===== config.mk =====
export PLATFORM = sky130hd
export DESIGN_NAME = dfta_core
export DESIGN_NICKNAME = d
export VERILOG_FILES = /design/src/dfta_pkg.sv /design/src/dfta_chan_if.sv /design/src/dfta_chan_adjust.sv /design/src/dfta_core.sv /design/src/dfta_thermal_sync.sv
export SDC_FILE = /design/constraint.sdc
export NUM_CORES = 1
export LEC_CHECK = 0
export BUFFER_PORTS_ARGS = -buffer_cell sky130_fd_sc_hd__buf_4
export CORE_ASPECT_RATIO = 0.7
export CORE_MARGIN = 2
export CORE_UTILIZATION = 35
export DETAILED_ROUTE_END_ITERATION = 16
export PLACE_DENSITY = 0.53
export SETUP_SLACK_MARGIN = 0.3
export SLEW_MARGIN = 20
export SYNTH_ARGS = -nofsm -noshare
export SYNTH_HDL_FRONTEND = slang
export SYNTH_SLANG_ARGS = --single-unit

===== constraint.sdc =====
create_clock -name mclk -period 5.05 [get_ports mclk]
set_input_delay 0.2525 -clock mclk [delete_from_list [all_inputs] [get_ports mclk]]
set_output_delay 0.2525 -clock mclk [all_outputs]
set_load 0.02 [all_outputs]

===== src/dfta_pkg.sv =====
// Purpose: constants, register map and shared decode for the fan start threshold adjuster
// Assumes: channel 0 = remote 1, channel 1 = local, channel 2 = remote 2
// Notes:   temperatures are 8-bit codes, two's complement or offset-64 by a mode input
package dfta_pkg;

   // ==========================================================================
   // sizes
   localparam int NUM_CHAN  = 3;
   localparam int TEMP_W    = 8;
   localparam int MON_CNT_W = 11;

   // ==========================================================================
   // register offsets, one byte each, index = channel
   localparam logic [7:0]             ADDR_CTRL1 = 8'h36;
   localparam logic [2:0][7:0]        ADDR_OP    = {8'h35, 8'h34, 8'h33};
   localparam logic [2:0][7:0]        ADDR_LOW   = {8'h52, 8'h50, 8'h4e};
   localparam logic [2:0][7:0]        ADDR_HIGH  = {8'h53, 8'h51, 8'h4f};
   localparam logic [2:0][7:0]        ADDR_THR   = {8'h72, 8'h71, 8'h70};
   localparam logic [7:0]             ADDR_STAT  = 8'h73;

   // ==========================================================================
   // field positions in the control register
   localparam int CAPTURE_BIT_BASE = 2;     // bits 4:2, capture on thermal assertion
   localparam int DYN_BIT_BASE     = 5;     // bits 7:5, dynamic threshold enable

   // ==========================================================================
   // reset values
   localparam logic [7:0] CTRL1_RESET = 8'h00;
   localparam logic [7:0] OP_RESET    = 8'ha4;
   localparam logic [7:0] LOW_RESET   = 8'h01;
   localparam logic [7:0] HIGH_RESET  = 8'h7f;
   localparam logic [7:0] THR_RESET   = 8'h5a;

   // ==========================================================================
   // threshold floors per format
   localparam logic [7:0] FLOOR_TWOS  = 8'h81;   // -127 degrees
   localparam logic [7:0] FLOOR_OFF64 = 8'h00;   // -64 degrees

   // ==========================================================================
   // timing: short cycle in monitoring cycles, long cycle is twice that
   localparam int                   SHORT_CYCLE_MONITORS = 8;
   localparam logic [MON_CNT_W-1:0] LONG_CYCLE_LAST      =
      MON_CNT_W'(2 * SHORT_CYCLE_MONITORS - 1);

   // strict less-than in the active temperature format
   function automatic logic temp_less(input logic [7:0] a,
                                      input logic [7:0] b,
                                      input logic       off64);
      logic res;
      res = off64 ? (a < b) : ($signed(a) < $signed(b));
      return res;
   endfunction : temp_less

   // lowest code the threshold may take
   function automatic logic [7:0] thr_floor(input logic off64);
      logic [7:0] res;
      res = off64 ? FLOOR_OFF64 : FLOOR_TWOS;
      return res;
   endfunction : thr_floor

endpackage : dfta_pkg


===== src/dfta_chan_if.sv =====
// Purpose: bundle between the core and one channel adjuster
// Assumes: core owns all state, the adjuster is pure decision logic
// Notes:   one instance per temperature channel
interface dfta_chan_if;
   logic [7:0] temp;
   logic [7:0] low_lim;
   logic [7:0] high_lim;
   logic [7:0] op_point;
   logic [7:0] thr;
   logic       dyn_en;
   logic       long_tick;
   logic       off64;
   logic       raise;
   logic       below;

   modport core (output temp, output low_lim, output high_lim, output op_point,
                 output thr, output dyn_en, output long_tick, output off64,
                 input raise, input below);
   modport adj  (input temp, input low_lim, input high_lim, input op_point,
                 input thr, input dyn_en, input long_tick, input off64,
                 output raise, output below);
endinterface : dfta_chan_if


===== src/dfta_chan_adjust.sv =====
// Purpose: raise decision and below-threshold flag for one channel
// Assumes: limits, operating point, threshold and long tick come from core registers; temp and format from core inputs
// Notes:   combinational; the core applies the step
module dfta_chan_adjust
   import dfta_pkg::*;
(
   dfta_chan_if.adj ch
);

   logic in_long;
   logic cold;
   logic under_high;
   logic under_op;
   logic temp_above;

   // ==========================================================================
   // guard terms; all but in_long are strict compares in the active format
   assign in_long    = ch.long_tick;
   assign cold       = temp_less(ch.temp, ch.low_lim, ch.off64);
   assign under_high = temp_less(ch.thr, ch.high_lim, ch.off64);
   assign under_op   = temp_less(ch.thr, ch.op_point, ch.off64);
   assign temp_above = temp_less(ch.thr, ch.temp, ch.off64);

   // below threshold: fan to off/minimum and adjustment suspended
   assign ch.below = temp_less(ch.temp, ch.thr, ch.off64);

   // one step of raise only when every guard holds
   assign ch.raise = ch.dyn_en & in_long & cold & under_high & under_op
                     & temp_above & ~ch.below;

endmodule : dfta_chan_adjust


===== src/dfta_core.sv =====
// Purpose: fan start threshold raise and operating point capture, three channels
// Assumes: temperature inputs hold the last completed conversion; monitor_tick is
//          one mclk pulse per monitoring cycle; register port is synchronous
// Notes:   reads return the value of the addressed register one cycle later
//
// Operation
// raise the threshold only in the long cycle while temperature is below low limit
// never raise the threshold to or past the high limit; the code raises it until it equals the high limit
// raise only while the threshold is below the operating point
// raise only while temperature is above the threshold
// once temperature is back above the low limit, hold the threshold
// threshold floor is -127 two's complement or -64 offset-64
// below the threshold, fan off or minimum and no adjustment
// capture bit 2 copies remote 1 temperature to its operating point on alert
// capture bit 3 copies local temperature to its operating point on alert
// capture bit 4 copies remote 2 temperature to its operating point on alert
// bit 5 enables remote 1 dynamic threshold adjustment
// bit 6 enables local dynamic threshold adjustment
// bit 7 enables remote 2 dynamic threshold adjustment
// the processor asserts overheating by pulling the thermal pin low
// long cycle happens once every two short cycles of n monitoring cycles
// high and low limits are 8-bit values of one degree
// synchronise the thermal pin and capture on a detected assertion
module dfta_core
   import dfta_pkg::*;
(
   input  wire logic             mclk,
   input  wire logic             resetn,
   input  wire logic             monitor_tick,
   input  wire logic             temp_format_offset64,
   input  wire logic [7:0]       remote1_temp,
   input  wire logic [7:0]       local_temp,
   input  wire logic [7:0]       remote2_temp,
   input  wire logic             thermal_alert_pin_n,
   input  wire logic [7:0]       reg_addr,
   input  wire logic             reg_wr,
   input  wire logic [7:0]       reg_wdata,
   output logic      [7:0]       reg_rdata,
   output logic      [2:0][7:0]  fan_start_threshold,
   output logic      [2:0][7:0]  operating_point,
   output logic      [2:0]       fan_min_speed,
   output logic                  long_cycle_pulse
);

   // ==========================================================================
   // state
   typedef struct packed {
      logic [7:0]           ctrl1;
      logic [2:0][7:0]      op;
      logic [2:0][7:0]      low;
      logic [2:0][7:0]      high;
      logic [2:0][7:0]      thr;
      logic [MON_CNT_W-1:0] mon_cnt;
      logic                 long_tick;
      logic [2:0]           below;
      logic [2:0]           captured;
      logic [7:0]           rdata;
   } dfta_core_state_t;

   dfta_core_state_t state_reg;
   dfta_core_state_t state_next;

   logic [2:0][7:0] temp_now;
   logic [2:0]      raise;
   logic [2:0]      below_now;
   logic            thermal_alert_pin_pulse;
   logic            off64;

   // channel order matches the register tables
   assign temp_now = {remote2_temp, local_temp, remote1_temp};
   assign off64    = temp_format_offset64;

   // ==========================================================================
   // thermal pin front end
   dfta_thermal_sync u_sync (
      .mclk                (mclk),
      .resetn              (resetn),
      .thermal_alert_pin_n (thermal_alert_pin_n),
      .assert_pulse        (thermal_alert_pin_pulse)
   );

   // ==========================================================================
   // per-channel decision logic
   dfta_chan_if chan_if [NUM_CHAN] ();

   genvar gi;
   generate
      for (gi = 0; gi < NUM_CHAN; gi++) begin : g_chan
         assign chan_if[gi].temp      = temp_now[gi];
         assign chan_if[gi].low_lim   = state_reg.low[gi];
         assign chan_if[gi].high_lim  = state_reg.high[gi];
         assign chan_if[gi].op_point  = state_reg.op[gi];
         assign chan_if[gi].thr       = state_reg.thr[gi];
         assign chan_if[gi].dyn_en    = state_reg.ctrl1[DYN_BIT_BASE+gi];
         assign chan_if[gi].long_tick = state_reg.long_tick;
         assign chan_if[gi].off64     = off64;
         assign raise[gi]             = chan_if[gi].raise;
         assign below_now[gi]         = chan_if[gi].below;

         dfta_chan_adjust u_adj (
            .ch (chan_if[gi])
         );
      end
   endgenerate

   // clamp a threshold to the floor of the active format
   function automatic logic [7:0] clamp_floor(input logic [7:0] v, input logic fmt);
      logic [7:0] res;
      res = temp_less(v, thr_floor(fmt), fmt) ? thr_floor(fmt) : v;
      return res;
   endfunction : clamp_floor

   // read mux over the whole map; unmapped reads give zero
   function automatic logic [7:0] read_mux(input dfta_core_state_t s,
                                           input logic [7:0]       a);
      logic [7:0] res;
      res = 8'h00;
      if (a == ADDR_CTRL1) begin
         res = s.ctrl1;
      end
      if (a == ADDR_STAT) begin
         res = {2'h0, s.captured, s.below};
      end
      for (int c = 0; c < NUM_CHAN; c++) begin
         if (a == ADDR_OP[c]) begin
            res = s.op[c];
         end
         if (a == ADDR_LOW[c]) begin
            res = s.low[c];
         end
         if (a == ADDR_HIGH[c]) begin
            res = s.high[c];
         end
         if (a == ADDR_THR[c]) begin
            res = s.thr[c];
         end
      end
      return res;
   endfunction : read_mux

   // ==========================================================================
   // next state
   always_comb begin
      state_next           = state_reg;
      state_next.long_tick = 1'b0;

      // monitoring cycle counter; long cycle is 2n monitoring cycles
      if (monitor_tick) begin
         if (state_reg.mon_cnt == LONG_CYCLE_LAST) begin
            state_next.mon_cnt   = '0;
            state_next.long_tick = 1'b1;
         end else begin
            state_next.mon_cnt = state_reg.mon_cnt + MON_CNT_W'(1);
         end
      end

      // below-threshold status drives the fan minimum request
      state_next.below = below_now;

      // threshold step first, so a software write in the same cycle wins
      for (int c = 0; c < NUM_CHAN; c++) begin
         if (raise[c]) begin
            state_next.thr[c] = state_reg.thr[c] + 8'h01;
         end
         // no raise leaves the value where it is
      end

      // software writes
      if (reg_wr) begin
         if (reg_addr == ADDR_CTRL1) begin
            state_next.ctrl1 = reg_wdata;
         end
         if (reg_addr == ADDR_STAT) begin
            // write-one-to-clear of capture flags, set below wins
            state_next.captured = state_reg.captured & ~reg_wdata[5:3];
         end
         for (int c = 0; c < NUM_CHAN; c++) begin
            if (reg_addr == ADDR_OP[c]) begin
               state_next.op[c] = reg_wdata;
            end
            if (reg_addr == ADDR_LOW[c]) begin
               state_next.low[c] = reg_wdata;
            end
            if (reg_addr == ADDR_HIGH[c]) begin
               state_next.high[c] = reg_wdata;
            end
            if (reg_addr == ADDR_THR[c]) begin
               state_next.thr[c] = clamp_floor(reg_wdata, off64);
            end
         end
      end

      // floor holds even if the format flips under a stored value
      for (int c = 0; c < NUM_CHAN; c++) begin
         state_next.thr[c] = clamp_floor(state_next.thr[c], off64);
      end

      // capture on alert overrides a same-cycle software write
      for (int c = 0; c < NUM_CHAN; c++) begin
         if (thermal_alert_pin_pulse && state_reg.ctrl1[CAPTURE_BIT_BASE+c]) begin
            state_next.op[c]       = temp_now[c];
            state_next.captured[c] = 1'b1;
         end
      end

      // read data registered from the current state
      state_next.rdata = read_mux(state_reg, reg_addr);
   end

   // ==========================================================================
   // state register, synchronous active-low reset
   always_ff @(posedge mclk) begin
      if (!resetn) begin
         state_reg.ctrl1     <= CTRL1_RESET;
         state_reg.op        <= {3{OP_RESET}};
         state_reg.low       <= {3{LOW_RESET}};
         state_reg.high      <= {3{HIGH_RESET}};
         state_reg.thr       <= {3{THR_RESET}};
         state_reg.mon_cnt   <= '0;
         state_reg.long_tick <= 1'b0;
         state_reg.below     <= 3'h0;
         state_reg.captured  <= 3'h0;
         state_reg.rdata     <= 8'h00;
      end else begin
         state_reg <= state_next;
      end
   end

   // ==========================================================================
   // outputs, all from flops
   assign reg_rdata           = state_reg.rdata;
   assign fan_start_threshold = state_reg.thr;
   assign operating_point     = state_reg.op;
   assign fan_min_speed       = state_reg.below;
   assign long_cycle_pulse    = state_reg.long_tick;

endmodule : dfta_core


===== src/dfta_thermal_sync.sv =====
// Purpose: bring the active-low thermal pin into the clock domain, flag assertions
// Assumes: pin idles high; an assertion is a high-to-low transition
// Notes:   pulse comes three edges after the pin falls
module dfta_thermal_sync
   import dfta_pkg::*;
(
   input  wire logic mclk,
   input  wire logic resetn,
   input  wire logic thermal_alert_pin_n,
   output logic      assert_pulse
);

   typedef struct packed {
      logic meta;
      logic sync;
      logic prev;
      logic pulse;
   } dfta_sync_state_t;

   dfta_sync_state_t state_reg;
   dfta_sync_state_t state_next;

   // ==========================================================================
   // synchroniser and fall detector; only sync feeds the detector
   always_comb begin
      state_next       = state_reg;
      state_next.meta  = thermal_alert_pin_n;
      state_next.sync  = state_reg.meta;
      state_next.prev  = state_reg.sync;
      state_next.pulse = state_reg.prev & ~state_reg.sync;   // low level asserts
   end

   // idle-high reset so release does not fake an assertion
   always_ff @(posedge mclk) begin
      if (!resetn) begin
         state_reg <= '{meta: 1'b1, sync: 1'b1, prev: 1'b1, pulse: 1'b0};
      end else begin
         state_reg <= state_next;
      end
   end

   assign assert_pulse = state_reg.pulse;

endmodule : dfta_thermal_sync


==> run metrics, run 1 <==
CP startpoint chan_if[0].thr[4]; pin count of the biggest net entering global routing 61; CP max stage cell dfxtp_1; Crit Path Category reg2reg; Yosys Warn Count 0; LEAKAGE 0.00496 uW; Clk pwr share 41.8%; All-Layer GR Usage 25.0%; Via density 5.74; Worst-path clk slew 0.06 ns; layout cells sized above 1 12.7%; RSZ-0062 raised after global routing no; worst-margin pin slew 1.02 ns; multi-input logic area 6450 um^2; grt ovf 0; P_sw 955 uW; FF+latch count, synth 134; Post-Syn Area 10300 um^2; placed cells 1743; final net count 1550; sequential fraction of the synthesis area 26.1%; Peak VDD IR 0.000166 V; H-tree depth 4; status completed; Cell Int Power 1990 uW; CTS tree built; CTS sink count 134; Buffers on Ports 105; FF/Latch Area 2690 um^2; drt first pass iters 6; die span in y 147 um; Pins Over Slew Limit 0; crit path max fanout 9; # IOs 106; Fill cells 2979; Layout Skew 0.0103 ns; Async S/R FF share, synth 0%; Total Wirelength 38800 um; final setup vio count 0; vias in the first global route 9325; worst skew pair latency 0.45 ns; Post-synth EDFFs 0; PD cells 253 nW/um^2; crit-path max cell delay 0.58 ns; CTS Buf Count 17; Final Core Density 40.3%; Tmin final 4.39 ns; Syn Nets 1516; maximum clock frequency 228 MHz; Critical Path RT 5.41 ns; Final Cycle Share 86.9%; Hold Crit Class in2reg; Final Hold Slack 0.0819 ns; Rel. slew slack 31.8%; Initial Utilization 35.5%; worst reg2reg startpoint chan_if[0].thr[4]; Critical Path AT 4.75 ns; Core Area 28900 um^2; CP endpoint kind flip-flop; Routability Congestion 0.898; row count 52; Switching Share 32.4%; P&R area growth vs syn 13.3%; die footprint 30700 um^2; Seq pwr share 38.7%; Post-Layout Cell Count 1776; Die W 209 um; synth unique cells 72; CP cell instances ha_1, and3_1, a221o_1, a31oi_1, o211ai_1, or3_1, nor4_1, xnor2_1, mux2i_1, ha_1, nor3b_1, nand4b_1, or4b_1, o211ai_1; detailed placement HPWL 29700 um; DRT iter0 DRCs 1252; worst-case clock buffer depth 2; total of max-cap violations 0; Total Power 2950 uW; Mapped Avg Cell Area 7.60 um^2; ANT cells 0; clock root buffer clkbuf_16; DRC 0; prevailing post-synth register cell dfxtp_1; number of antenna violations at the first check in global routing 1; Vias 10200; synthesized instance count 1351; HP Start monitor_tick; antenna viol nets, final 0; startpoint types flip-flop; Gate power share 19.5%; global-route wire length before repair 58200 um; setup TNS 0 ns; wire length per cell 21.9 um; Final Hold Fails 0
## layout make-up
cell class	count	share of cell area, %
Inverter	128	4.13
Multi-Input combinational cell	973	55.4
Tap cell	378	4.06
Clock inverter	14	1.08
Timing Repair Buffer	131	8.47
Clock buffer	18	3.77
Sequential cell	134	23.1
## synth_stat cells (5+ instances only)
library cell | count | area [um^2]
a222oi_1 | 8 | 80.1
nand4_1 | 15 | 93.8
mux2i_1 | 13 | 130
inv_1 | 127 | 477
xnor2_1 | 20 | 175
a21o_1 | 8 | 60.1
and2_1 | 12 | 75.1
a221o_1 | 6 | 60.1
o21ai_1 | 6 | 30.0
and3_1 | 10 | 62.6
o31ai_1 | 7 | 52.6
ha_1 | 119 | 1490
a211oi_1 | 20 | 150
o211ai_1 | 44 | 330
nor4b_1 | 6 | 52.6
nand3_1 | 64 | 320
nand2b_1 | 17 | 106
dfxtp_1 | 134 | 2680
xor2_1 | 8 | 70.1
nor3_1 | 18 | 90.1
o2111ai_1 | 9 | 78.8
nor2_1 | 99 | 372
nor2b_1 | 7 | 43.8
or3_1 | 11 | 68.8
clkbuf_1 | 50 | 188
and4_1 | 5 | 43.8
a211o_1 | 5 | 43.8
o21ai_0 | 54 | 270
a31oi_1 | 14 | 87.6
nor4_1 | 9 | 56.3
a21oi_1 | 100 | 500
buf_4 | 59 | 443
a22oi_1 | 26 | 195
nand2_1 | 161 | 604
## routing by layer
| layer | vias to the layer above | share of wire, % | global-route usage (%) |
|---|---|---|---|
| met5 | - | 0 | 0 |
| met4 | 0 | 0.95 | 4.71 |
| met3 | 39 | 10 | 6.76 |
| met2 | 469 | 39 | 33.6 |
| met1 | 4842 | 50 | 39.0 |
| li1 | 4838 | - | - |
## placed cells by master (no fill, tap or decap), types with 6 or more instances in the layout
master	count
o21ai_0	54
a22oi_1	26
mux2i_1	13
clkbuf_16	17
or3_1	11
o21ai_1	6
nand2b_1	17
xnor2_1	20
nand2_1	161
a221o_1	6
a211oi_1	20
and2_1	12
a21oi_1	100
nor2_1	99
a21o_1	8
o2111ai_1	9
a222oi_1	8
nor2b_1	7
dfxtp_1	132
nand4_1	15
nor3_1	18
xor2_1	8
nand3_1	64
nor4_1	7
o211ai_1	44
and3_1	10
buf_4	130
ha_1	119
a31oi_1	14
o31ai_1	7
inv_1	126
nor4b_1	6
## critical path, delay by kind of cell, from the launching register on
family / cells / cell delay [ns]
multiplexers: 1 / 0.14
AO/OA/AOI/OAI: 4 / 0.77
flip-flops: 1 / 0.58
AND/OR/NAND/NOR: 6 / 1.96
adder cells (fa/ha/maj): 2 / 0.67
XOR/XNOR: 1 / 0.17
## stage by stage
step                area [um^2]  setup slack, ns
global placement          11100            0.856
detailed placement        11100            0.728
CTS                       11600            0.673
floorplan                 10300             1.27
finish                    11600            0.660
global route              11600            0.322
## path summary, 6_finish.rpt
path	end	slack [ns]	depth (start not counted)
setup / recovery	chan_if[0].thr[0]	0.66	14
hold / removal	state_reg[15]	0.08	3
setup reg to reg	chan_if[0].thr[0]	0.66	14
hold reg to reg	u_sync.state_next[1]	0.41	1
## power by group through the flow
stage | logic [uW] | registers, uW | clock network [uW]
4_1_cts | 567 | 1140 | 1240
5_1_grt | 630 | 1140 | 1290
3_5_place_dp | 563 | 1160 | 0
3_3_place_gp | 561 | 1160 | 0
6_report | 574 | 1140 | 1230
2_1_floorplan | 370 | 1140 | 0
## logic make-up (layout without fill, tap and decap cells)
kind of cell	after synthesis	count (layout)	share of synthesized area, %
simple gates	458	458	21.3
compound gates	353	353	23.0
buf+inv	244	291	11.2
flops	134	134	26.1
fa+ha+maj	119	119	14.5
xor+xnor	28	28	2.39
mux	15	15	1.49
## timing repair
item	CTS	global route
endpoints found under the hold margin	1	0
hold buffers	1	0
endpoints found under the setup margin	0	1
buffers inserted	0	0
gates resized for setup	0	2
(Power assumes the default switching activity.)
==> run 2, diff against run 1 <==
==> constraint.sdc (replaced) <==
create_clock -name mclk -period 5.42 [get_ports mclk]
set_input_delay 0.271 -clock mclk [delete_from_list [all_inputs] [get_ports mclk]]
set_output_delay 0.271 -clock mclk [all_outputs]
set_load 0.02 [all_outputs]
==> run metrics, run 2 (synthesis results as in run 1) <==
All-Layer GR Usage 25.0%; die span in y 147 um; final net count 1545; global-route wire length before repair 58000 um; total of max-cap violations 0; Final Cycle Share 82.2%; Initial Utilization 35.5%; Pins Over Slew Limit 0; detailed placement HPWL 29500 um; Total Wirelength 38700 um; grt ovf 0; CTS Buf Count 17; CP endpoint kind flip-flop; clock root buffer clkbuf_16; final setup vio count 0; crit path max fanout 8; Crit Path Category reg2reg; maximum clock frequency 224 MHz; Layout Skew 0.00806 ns; Tmin final 4.46 ns; Rel. slew slack 30.3%; worst skew pair latency 0.44 ns; Buffers on Ports 105; row count 52; drt first pass iters 5; Critical Path RT 5.78 ns; wire length per cell 21.9 um; CTS resizes 0; Die W 209 um; layout cells sized above 1 12.3%; DRC 0; pin count of the biggest net entering global routing 56; status completed; worst-margin pin slew 1.04 ns; H-tree depth 4; DRT iter0 DRCs 1094; Core Area 28900 um^2; RSZ-0062 raised after global routing no; commonest non-fill, non-tap cell in the layout nand2_1; commonest non-fill, non-tap cells in the layout 161 x nand2_1, 134 x dfxtp_1, 126 x inv_1; setup TNS 0 ns; worst-case clock buffer depth 2; Via density 5.66; Peak VDD IR 0.000171 V; CTS tree built; Final Hold Fails 0; Critical Path AT 4.82 ns; number of antenna violations at the first check in global routing 0; antenna viol nets, final 0; ANT cells 0; # IOs 106; placed cells 1738; P&R area growth vs syn 13.6%; Post-Layout Cell Count 1771; Routability Congestion 0.916; vias in the first global route 9291; Vias 10000; Hold Crit Class in2reg; startpoint types flip-flop; LEAKAGE 0.00496 uW; CTS sink count 134; PD cells 245 nW/um^2; die footprint 30700 um^2; Worst-path clk slew 0.06 ns
[run 2: cell types whose count changed in the layout (fill, tap and decap cells not counted)]
cell and delta:
dfxtp_1 +2, buf_4 -5, inv_6 -1, clkbuf_8 -1
dfxtp_2 -2, nor3_1 -1, clkinv_4 +1, clkinvlp_4 -1
nor3_2 +1, clkinv_2 -1, bufinv_16 +3
[run 2: area by class of cell]
| cell class | count | area, um^2 |
|---|---|---|
| sequential | 134 | 2680 |
| inverter | 128 | 480 |
| tap | 378 | 473 |
| multi-input combinational | 973 | 6450 |
| clock inverter | 15 | 203 |
| fill | 3095 | 17200 |
| timing repair buffer | 126 | 948 |
| clock buffer | 17 | 425 |
[run 2: worst paths after layout]
kind	start	endpoint	slack, ns	cells past startpoint
setup / recovery	chan_if[0].thr[2]	chan_if[0].thr[0]	0.96	14
hold / removal	monitor_tick	state_reg[15]	0.10	3
hold reg to reg	u_sync.state_next[2]	u_sync.state_next[1]	0.41	1
setup reg to reg	chan_if[0].thr[2]	chan_if[0].thr[0]	0.96	14
[run 2: metal layers]
layer  up-vias  routed length, um  part of all wire [%]  track usage [%]
li1       4827                  -                     -                -
met1      4739              19600                    51             38.7
met2       426              15000                    39             33.5
met3        39               3650                   9.4             7.10
met4         0                493                   1.3             5.54
met5         -                  0                     0                0
[run 2: what timing repair did]
| item | CTS | global route |
|---|---|---|
| endpoints found under the hold margin | 1 | 0 |
| endpoints found under the setup margin | 0 | 0 |
| hold buffers | 1 | 0 |
| setup buffers | 0 | 0 |
[run 2: metrics by stage]
stage / utilization [%] / total power (uW) / instance area (um^2) / setup WS (ns) / hold slack, ns
2_1_floorplan: - / 1410 / 10300 / 1.64 / 0.372
3_3_place_gp: 38.1 / 1600 / 11000 / 1.21 / 0.391
3_5_place_dp: 38.1 / 1600 / 11000 / 1.05 / 0.396
4_1_cts: 40.4 / 2860 / 11700 / 1.01 / 0.0902
5_1_grt: 40.4 / 2970 / 11700 / 0.762 / 0.135
6_report: 40.4 / 2850 / 11700 / 0.962 / 0.105
[run 2: report_power, final]
| group | switching (uW) | total (uW) | internal [uW] |
|---|---|---|---|
| clock network | 494 | 1270 | 772 |
| registers | 63.0 | 1070 | 1010 |
| logic | 321 | 518 | 197 |
[run 2: worst max-delay path: stages, from the launching register on]
cell	delay, ns
dfxtp_1	0.57
ha_1	0.35
a21oi_1	0.14
o21ai_1	0.10
a311o_1	0.40
mux2i_1	0.16
or3_1	0.54
nor4_1	0.40
xnor2_1	0.18
mux2i_1	0.14
ha_1	0.37
nor3b_1	0.23
nand4b_1	0.16
or4b_1	0.53
o211ai_1	0.11
